**config.mk**
```make
export PLATFORM = sky130hd
export DESIGN_NAME = power_monitor_alert_logic
export DESIGN_NICKNAME = d
export VERILOG_FILES = /design/src/calc_unit.v /design/src/power_monitor_alert_logic.v
export VERILOG_INCLUDE_DIRS = /design/src
export SDC_FILE = /design/constraint.sdc
export NUM_CORES = 2
export LEC_CHECK = 0
export BUFFER_PORTS_ARGS = -buffer_cell sky130_fd_sc_hd__buf_2
export CORE_UTILIZATION = 40
export DETAILED_ROUTE_END_ITERATION = 7
export MAX_ROUTING_LAYER = met4
export PLACE_DENSITY = 0.51
export SYNTH_ARGS = -nofsm -noshare
export SYNTH_HDL_FRONTEND = slang
export SYNTH_HIERARCHICAL = 1
export SYNTH_SLANG_ARGS = --single-unit
export TNS_END_PERCENT = 1
```
**constraint.sdc**
```tcl
create_clock -name CLOCK -period 20 [get_ports CLOCK]
set_input_delay 0 -clock CLOCK [delete_from_list [all_inputs] [get_ports CLOCK]]
set_output_delay 0 -clock CLOCK [all_outputs]
set_load 0.01 [all_outputs]
```
**src/power_monitor_map.vh**
```
`ifndef POWER_MONITOR_MAP_VH
`define POWER_MONITOR_MAP_VH

// register offsets
`define OFS_CONFIG        8'h00
`define OFS_SHUNT         8'h01
`define OFS_BUS           8'h02
`define OFS_POWER         8'h03
`define OFS_CURRENT       8'h04
`define OFS_CALIBRATION   8'h05
`define OFS_EVENT_SELECT  8'h06
`define OFS_THRESHOLD     8'h07

// reset values
`define RST_CONFIG        16'h0007
`define RST_EVENT_SELECT  16'h0000
`define RST_THRESHOLD     16'h0000
`define RST_CALIBRATION   16'h0000

// configuration fields
`define CFG_MODE_LSB      0
`define CFG_MODE_MSB      2
`define CFG_AVG_LSB       9
`define CFG_AVG_MSB       11
`define MODE_CONTINUOUS   3'h7
`define MODE_OFF_A        3'h0
`define MODE_OFF_B        3'h4

// event select and flag fields
`define EV_SHUNT_OVER     15
`define EV_SHUNT_UNDER    14
`define EV_BUS_OVER       13
`define EV_BUS_UNDER      12
`define EV_POWER_OVER     11
`define EV_READY_ENABLE   10
`define EV_LIMIT_FLAG     4
`define EV_DONE_FLAG      3
`define EV_POLARITY       1
`define EV_LATCH          0

// arithmetic scaling
`define CURRENT_SHIFT     11
`define POWER_SHIFT       15

`endif
```
**src/calc_unit.v**
```verilog
`include "power_monitor_map.vh"

// per-sample current and power, one cycle behind each result
module calc_unit (
	// clock and reset
	input  wire               clk,
	input  wire               rst,
	// raw results
	input  wire               shunt_valid,
	input  wire        [15:0] shunt_data,
	input  wire               bus_valid,
	input  wire        [15:0] bus_data,
	input  wire        [15:0] calibration,
	// per-sample results
	output reg  signed [15:0] current_sample,
	output reg         [15:0] power_sample,
	output reg                power_valid
);

	wire signed [31:0] cur_product;
	wire        [15:0] cur_mag;
	wire        [31:0] pow_product;

	assign cur_product = $signed(shunt_data) * $signed({1'b0, calibration[14:0]});
	assign cur_mag     = current_sample[15] ? (~current_sample + 16'h0001) : current_sample;
	assign pow_product = cur_mag * bus_data;

	always @(posedge clk) begin
		if (rst) begin
			current_sample <= 16'h0000;
			power_sample   <= 16'h0000;
			power_valid    <= 1'b0;
		end else begin
			power_valid <= bus_valid;
			if (shunt_valid)
				current_sample <= cur_product[`CURRENT_SHIFT+15:`CURRENT_SHIFT];
			if (bus_valid) begin
				if (calibration == 16'h0000)
					power_sample <= 16'h0000;
				else
					power_sample <= pow_product[`POWER_SHIFT+15:`POWER_SHIFT];
			end
		end
	end

endmodule // calc_unit

```
**src/power_monitor_alert_logic.v**
```verilog
// Behaviour
// - one shared 16-bit converter, shunt then bus, never both at once
// - power uses latest current and newest bus result after both conversions
// - zero calibration gives zero power
// - averaging above one accumulates current and power samples; those outputs load after the last sample, shunt and bus load every conversion
// - arithmetic overlaps the next conversion, adding no cycle time
// - event select register picks limit function and ready enable; threshold register
// - functions: shunt over, shunt under, bus over, bus under, power over
// - open-drain event output asserts when selected function sees a violation
// - several enabled functions: highest bit wins, others ignored
// - ready enable clear: output follows limit violations only
// - shunt functions compare after every shunt conversion
// - limit flag set on violation; output level chosen by polarity bit D1
// - latched: flag and output hold until config write, event register read, or an event select write leaving no function enabled
// - bus functions compare after every bus conversion
// - power over-limit compares calculated power after every bus conversion
// - compare individual results, never averaged outputs
// - ready enable set: output signals completed conversion cycle
// - done flag set at cycle end; cleared by non-off config write or event read
// - mode 111 converts continuously, shunt then bus
`include "power_monitor_map.vh"

module power_monitor_alert_logic (
	// clock and reset
	input  wire        CLOCK,
	input  wire        RST,
	// register port from the serial engine
	input  wire        REG_WR,
	input  wire        REG_RD,
	input  wire [7:0]  REG_ADDR,
	input  wire [15:0] REG_WDATA,
	output reg  [15:0] REG_RDATA,
	// shared converter
	output reg         CONV_START,
	output reg         CONV_IS_BUS,
	input  wire        CONV_DONE,
	input  wire [15:0] CONV_DATA,
	// open-drain event pin
	output reg         ALERT_OUT,
	output reg         ALERT_OE
);

	localparam [2:0] S_IDLE  = 3'b001;
	localparam [2:0] S_SHUNT = 3'b010;
	localparam [2:0] S_BUS   = 3'b100;

	reg         [2:0]  state;
	reg         [15:0] config_reg;
	reg         [15:0] event_select;
	reg         [15:0] event_threshold;
	reg         [15:0] calibration;
	reg         [15:0] shunt_reg;
	reg         [15:0] bus_reg;
	reg         [15:0] current_reg;
	reg         [15:0] power_reg;
	reg                trigger_pending;
	reg                limit_hit_flag;
	reg                conversion_done_flag;
	reg         [9:0]  sample_idx;
	reg  signed [25:0] current_acc;
	reg         [25:0] power_acc;
	reg                shunt_valid;
	reg                bus_valid;
	reg         [2:0]  active_fn;
	reg                compare_now;
	reg                violation;
	reg         [3:0]  avg_shift;

	wire signed [15:0] current_sample;
	wire        [15:0] power_sample;
	wire               power_valid;
	wire        [2:0]  mode;
	wire               mode_off;
	wire               cfg_write;
	wire               event_read;
	wire        [9:0]  last_idx;
	wire signed [25:0] current_total;
	wire        [25:0] power_total;
	wire signed [25:0] current_avg;
	wire        [25:0] power_avg;
	wire               cycle_end;
	wire               ready_drive;
	wire               pin_active;
	wire        [15:0] next_wdata_cfg;

	assign mode           = config_reg[`CFG_MODE_MSB:`CFG_MODE_LSB];
	assign next_wdata_cfg = REG_WDATA;
	assign mode_off       = (next_wdata_cfg[`CFG_MODE_MSB:`CFG_MODE_LSB] == `MODE_OFF_A) ||
	                        (next_wdata_cfg[`CFG_MODE_MSB:`CFG_MODE_LSB] == `MODE_OFF_B);
	assign cfg_write      = REG_WR && (REG_ADDR == `OFS_CONFIG);
	assign event_read     = REG_RD && (REG_ADDR == `OFS_EVENT_SELECT);

	// averaging count as a power of two
	always @* begin
		case (config_reg[`CFG_AVG_MSB:`CFG_AVG_LSB])
			3'h0:    avg_shift = 4'h0;
			3'h1:    avg_shift = 4'h2;
			3'h2:    avg_shift = 4'h4;
			3'h3:    avg_shift = 4'h6;
			3'h4:    avg_shift = 4'h7;
			3'h5:    avg_shift = 4'h8;
			3'h6:    avg_shift = 4'h9;
			default: avg_shift = 4'hA;
		endcase
	end

	assign last_idx      = (10'h001 << avg_shift) - 10'h001;
	assign current_total = (sample_idx == 10'h000) ? {{10{current_sample[15]}}, current_sample}
	                                               : current_acc + {{10{current_sample[15]}}, current_sample};
	assign power_total   = (sample_idx == 10'h000) ? {10'h000, power_sample}
	                                               : power_acc + {10'h000, power_sample};
	assign current_avg   = current_total >>> avg_shift;
	assign power_avg     = power_total >> avg_shift;
	assign cycle_end     = power_valid && (sample_idx == last_idx);

	calc_unit u_calc (
		.clk            (CLOCK),
		.rst            (RST),
		.shunt_valid    (shunt_valid),
		.shunt_data     (shunt_reg),
		.bus_valid      (bus_valid),
		.bus_data       (bus_reg),
		.calibration    (calibration),
		.current_sample (current_sample),
		.power_sample   (power_sample),
		.power_valid    (power_valid)
	);

	// conversion sequencer: one converter, shunt then bus
	always @(posedge CLOCK) begin
		if (RST) begin
			state           <= S_IDLE;
			CONV_START      <= 1'b0;
			CONV_IS_BUS     <= 1'b0;
			trigger_pending <= 1'b0;
			shunt_valid     <= 1'b0;
			bus_valid       <= 1'b0;
			shunt_reg       <= 16'h0000;
			bus_reg         <= 16'h0000;
		end else begin
			CONV_START  <= 1'b0;
			shunt_valid <= 1'b0;
			bus_valid   <= 1'b0;
			if (cfg_write) begin
				state           <= S_IDLE;
				trigger_pending <= !mode_off;
			end else begin
				case (state)
					S_IDLE: begin
						if (mode == `MODE_CONTINUOUS || trigger_pending) begin
							CONV_START  <= 1'b1;
							CONV_IS_BUS <= 1'b0;
							state       <= S_SHUNT;
						end
					end
					S_SHUNT: begin
						if (CONV_DONE) begin
							shunt_reg   <= CONV_DATA;
							shunt_valid <= 1'b1;
							CONV_START  <= 1'b1;
							CONV_IS_BUS <= 1'b1;
							state       <= S_BUS;
						end
					end
					S_BUS: begin
						if (CONV_DONE) begin
							bus_reg   <= CONV_DATA;
							bus_valid <= 1'b1;
							if (mode == `MODE_CONTINUOUS || sample_idx != last_idx) begin
								CONV_START  <= 1'b1;
								CONV_IS_BUS <= 1'b0;
								state       <= S_SHUNT;
							end else begin
								trigger_pending <= 1'b0;
								state           <= S_IDLE;
							end
						end
					end
					default: state <= S_IDLE;
				endcase
			end
		end
	end

	// accumulation and output loading
	always @(posedge CLOCK) begin
		if (RST) begin
			sample_idx  <= 10'h000;
			current_acc <= 26'h0000000;
			power_acc   <= 26'h0000000;
			current_reg <= 16'h0000;
			power_reg   <= 16'h0000;
		end else if (cfg_write) begin
			sample_idx <= 10'h000;
		end else if (power_valid) begin
			current_acc <= current_total;
			power_acc   <= power_total;
			if (cycle_end) begin
				sample_idx  <= 10'h000;
				current_reg <= current_avg[15:0];
				power_reg   <= power_avg[15:0];
			end else begin
				sample_idx <= sample_idx + 10'h001;
			end
		end
	end

	// highest enabled function wins
	always @* begin
		casez (event_select[`EV_SHUNT_OVER:`EV_POWER_OVER])
			5'b1????: active_fn = 3'h1;
			5'b01???: active_fn = 3'h2;
			5'b001??: active_fn = 3'h3;
			5'b0001?: active_fn = 3'h4;
			5'b00001: active_fn = 3'h5;
			default:  active_fn = 3'h0;
		endcase
	end

	// compare each per-sample result (raw shunt or bus, or calculated power) at its own moment
	always @* begin
		compare_now = 1'b0;
		violation   = 1'b0;
		case (active_fn)
			3'h1: begin
				compare_now = shunt_valid;
				violation   = $signed(shunt_reg) > $signed(event_threshold);
			end
			3'h2: begin
				compare_now = shunt_valid;
				violation   = $signed(shunt_reg) < $signed(event_threshold);
			end
			3'h3: begin
				compare_now = bus_valid;
				violation   = bus_reg > event_threshold;
			end
			3'h4: begin
				compare_now = bus_valid;
				violation   = bus_reg < event_threshold;
			end
			3'h5: begin
				compare_now = power_valid;
				violation   = power_sample > event_threshold;
			end
			default: begin
				compare_now = 1'b0;
				violation   = 1'b0;
			end
		endcase
	end

	// flags; a setting event wins over a clear in the same cycle
	always @(posedge CLOCK) begin
		if (RST) begin
			limit_hit_flag       <= 1'b0;
			conversion_done_flag <= 1'b0;
		end else begin
			if (compare_now && violation)
				limit_hit_flag <= 1'b1;
			else if (compare_now && !event_select[`EV_LATCH])
				limit_hit_flag <= 1'b0;
			else if (active_fn == 3'h0)
				limit_hit_flag <= 1'b0;
			else if (event_select[`EV_LATCH] && (event_read || cfg_write))
				limit_hit_flag <= 1'b0;
			if (cycle_end)
				conversion_done_flag <= 1'b1;
			else if (event_read || (cfg_write && !mode_off))
				conversion_done_flag <= 1'b0;
		end
	end

	assign ready_drive = event_select[`EV_READY_ENABLE] && conversion_done_flag;
	assign pin_active  = limit_hit_flag || ready_drive;

	// open-drain pin: pulls low when active level is low
	always @(posedge CLOCK) begin
		if (RST) begin
			ALERT_OUT <= 1'b0;
			ALERT_OE  <= 1'b0;
		end else begin
			ALERT_OUT <= 1'b0;
			ALERT_OE  <= event_select[`EV_POLARITY] ? !pin_active : pin_active;
		end
	end

	// register writes
	always @(posedge CLOCK) begin
		if (RST) begin
			config_reg      <= `RST_CONFIG;
			event_select    <= `RST_EVENT_SELECT;
			event_threshold <= `RST_THRESHOLD;
			calibration     <= `RST_CALIBRATION;
		end else if (REG_WR) begin
			case (REG_ADDR)
				`OFS_CONFIG:       config_reg      <= REG_WDATA;
				`OFS_CALIBRATION:  calibration     <= {1'b0, REG_WDATA[14:0]};
				`OFS_EVENT_SELECT: event_select    <= {REG_WDATA[15:10], 8'h00, REG_WDATA[1:0]};
				`OFS_THRESHOLD:    event_threshold <= REG_WDATA;
				default:           config_reg      <= config_reg;
			endcase
		end
	end

	// registered read data
	always @(posedge CLOCK) begin
		if (RST) begin
			REG_RDATA <= 16'h0000;
		end else if (REG_RD) begin
			case (REG_ADDR)
				`OFS_CONFIG:       REG_RDATA <= config_reg;
				`OFS_SHUNT:        REG_RDATA <= shunt_reg;
				`OFS_BUS:          REG_RDATA <= bus_reg;
				`OFS_POWER:        REG_RDATA <= power_reg;
				`OFS_CURRENT:      REG_RDATA <= current_reg;
				`OFS_CALIBRATION:  REG_RDATA <= calibration;
				`OFS_EVENT_SELECT: REG_RDATA <= {event_select[15:10], 5'h00, limit_hit_flag,
				                                 conversion_done_flag, 1'b0, event_select[1:0]};
				`OFS_THRESHOLD:    REG_RDATA <= event_threshold;
				default:           REG_RDATA <= 16'h0000;
			endcase
		end
	end

endmodule // power_monitor_alert_logic

```
==> summary.md <==
| Metric | Value |
|---|---|
| Outcome | complete, no violations |
| Rows | 104 |
| DRC errors left | 0 |
| Leak pwr | 15.5 nW |
| CTS buffer count | 29 |
| Yosys top cell by area | fa_1 |
| R2r worst-path depth | 27 |
| Wirelength per Cell | 22.6 um |
| CP Launch Type | flip-flop |
| Worst Setup End Kind | flip-flop |
| Synth top area cells | fa_1, dfxtp_1, ha_1, nand2_1, inv_1 |
| Vias in the first global route | 28300 |
| Largest registers | current_acc x26, power_acc x26 |
| Reg-to-reg slack, setup | 11.50 ns |
| Critical Path AT | 9.04 ns |
| Clk root buf | clkbuf_16 |
| Die ar. | 0.0826 mm^2 |
| Grt total ovfl | 0 |
| Worst Tran Pin Value | 1.26 ns |
| Final setup skew | 0.0150 ns |
| Synth Area in Simple Gates | 20.5% |
| Setup Buffers After CTS | 0 |
| Pre-CTS WS | 11.51 ns |
| Half-perimeter wire length after placement | 86300 um |
| Cell Pwr Density | 31.7 mW/mm^2 |
| CP max FO | 21 |
| MaxCap Viol Count | 0 |
| CORE AREA | 0.0805 mm^2 |
| Num Clock Sinks | 241 |
| Die H | 287 um |
| Setup crit start | u_calc/current_sample[0]$_SDFFE_PP0P_ |
| Die Width | 287 um |
| Clk slew on worst S/H paths | 0.06 ns |
| Synthesized instance count | 3990 |
| Mux contribution to synthesized area | 1.63% |
| Total Routing Usage GR | 28.5% |
| Antenna viol nets, final | 0 |
| Yosys warnings | 6 |
| Area Growth Syn to Fin | 8.40% |
| Compound-cell area share of the yosys netlist | 16.9% |
| Crit path time final | 8.50 ns |
| Peak VDD IR | 0.0000695 V |
| 1st-iter DRT viols | 2244 |
| Largest net degree at the start of global routing | 74 |
| Vias | 28700 |
| Sequential area share after synthesis | 14.8% |
| Final hold vios | 0 |
| Setup TNS | 0 ns |
| FF-to-FF Start | u_calc/current_sample[0]$_SDFFE_PP0P_ |
| Synth unique cells | 118 |
| Most used DFF post-synth | dfxtp_1 |
| Min-delay worst type | in2reg |
| Syn avg cell area | 8.17 um^2 |
| Crit Path Category | reg2reg |
| Final setup viols | 0 |
| Initial cell density of the core | 40.5% |
| CTS resizes | 0 |
| Critical Path End | u_calc/power_sample[15]$_SDFFE_PP0P_ |
| Share of layout cells above drive strength 1 | 6.97% |
| XOR/XNOR Fraction of Synth Area | 2.87% |
| Vias per std cell | 5.67 |
| DRT Pass-1 Iters | 7 |
| Ports | 65 |
| Period utilization | 42.5% |
| Worst Hold Path Cells | 4 |
| Max-slew headroom | 14.9% |
| RSZ-0062 raised after global routing | false |
| Synth Register Bits | 241 |
| CP required | 20.53 ns |
| Clock buffer depth | 3 |
| Post-Syn Area | 0.0326 mm^2 |
| IO buf count | 63 |
| Min-delay src | REG_ADDR[3] |
| Fraction of registers with async set/reset | 0% |
| Final worst slack | 11.50 ns |
| Final #Nets | 4685 |
| F_max | 118 MHz |
| First-pass GRT wire length | 175000 um |
| Top cell type's share of synthesized area | 24.6% |
| Initial antenna violation count | 3 |
| Gp weighted congestion | 0.941 |
| Most frequent cells in the layout | nand2_1, inv_1, fa_1 |
| Number of enable flip-flop cells after synthesis | 0 |
| CTS tree | yes |
| Slew Limit Fails | 0 |
| H-tree depth | 1 |
| Synth Area in Adders | 34.5% |
| Leading cell type in the layout, fill and taps excluded | nand2_1 |
| DRT Wirelength | 114000 um |
| Clk Latency, worst-skew pair | 0.59 ns |
| Main combinational cell family by area after synthesis | adder cells |
| Worst reg2reg endpoint | u_calc/power_sample[15]$_SDFFE_PP0P_ |
[report_power, final]
| part | total [mW] | switching, mW | leakage [nW] | internal, mW |
|---|---|---|---|---|
| registers | 0.489 | 0.00488 | 1.94 | 0.484 |
| logic | 0.0687 | 0.0459 | 13.0 | 0.0228 |
| clock network | 0.563 | 0.234 | 0.493 | 0.329 |
[through the flow]
step | hold slack, ns | total power, mW | std cells | utilization, % | instance area (um^2)
5_1_grt | 0.0619 | 1.15 | 5064 | 43.9 | 35300
3_3_place_gp | 0.264 | 0.562 | 4973 | 42.2 | 34000
4_1_cts | 0.0669 | 1.13 | 5064 | 43.9 | 35300
3_5_place_dp | 0.268 | 0.562 | 4973 | 42.2 | 34000
2_1_floorplan | 0.124 | 0.533 | 3991 | - | 32600
6_report | 0.0636 | 1.12 | 5065 | 43.9 | 35300
[how the worst min path moves through the flow]
stage                                 endpoint  slack [ns]
floorplan           config_reg[0]$_SDFFE_PP1P_        0.12
global placement     shunt_reg[6]$_SDFFE_PP0P_        0.26
detailed placement   shunt_reg[1]$_SDFFE_PP0P_        0.27
CTS                  REG_RDATA[9]$_SDFFE_PP0P_        0.07
global route         REG_RDATA[9]$_SDFFE_PP0P_        0.06
finish               REG_RDATA[9]$_SDFFE_PP0P_        0.06
[metal layers]
metal	global-route usage, %	wire, um	vias to the layer above
li1	-	-	13300
met1	37.8	50000	14300
met2	45.4	53400	924
met3	3.87	7390	193
met4	7.75	3410	0
met5	-	0	-
[synth_stat cells (83+ instances only)]
cell type,count
nand2_1,594
inv_1,499
fa_1,401
ha_1,258
nor2_1,242
dfxtp_1,241
and2_1,229
a21oi_1,223
clkbuf_1,164
o21ai_0,105
nand3_1,86
a211oi_1,83
[layout make-up]
type	count	area, um^2
timing repair buffer	184	1320
antenna	1	2.50
clock buffer	39	823
sequential	241	4820
fill	8187	45200
multi-input combinational	3023	25000
inverter	502	1880
tap	1060	1330
clock inverter	15	178
[cells by family after synthesis]
family | after synthesis
other cells | 2
fa+ha+maj | 659
flops | 241
buf+inv | 727
simple gates | 1402
xor+xnor | 106
mux | 50
compound gates | 803
[worst max-delay path: stages (launching register included)]
cell	delay, ns
dfxtp_1	0.85
inv_1	0.10
ha_1	0.24
nand2_1	0.09
or4_1	0.15
o21ai_0	0.13
xnor2_2	0.83
and2_1	0.26
fa_1	0.42
inv_1	0.09
fa_1	0.41
fa_1	0.52
inv_1	0.05
fa_1	0.47
fa_1	0.54
inv_1	0.05
fa_1	0.52
inv_1	0.04
ha_1	0.22
or4_1	0.52
a221o_1	0.30
nand4_2	0.13
and3_4	0.22
a21oi_4	0.08
a221oi_4	0.42
o221ai_2	0.19
or4_1	0.49
nand3_1	0.10
[repair_timing]
action	4_1_cts	5_1_grt
hold endpoints to repair	114	0
endpoints found under the setup margin	0	0
hold buffers	37	0
(Power assumes the default switching activity.)
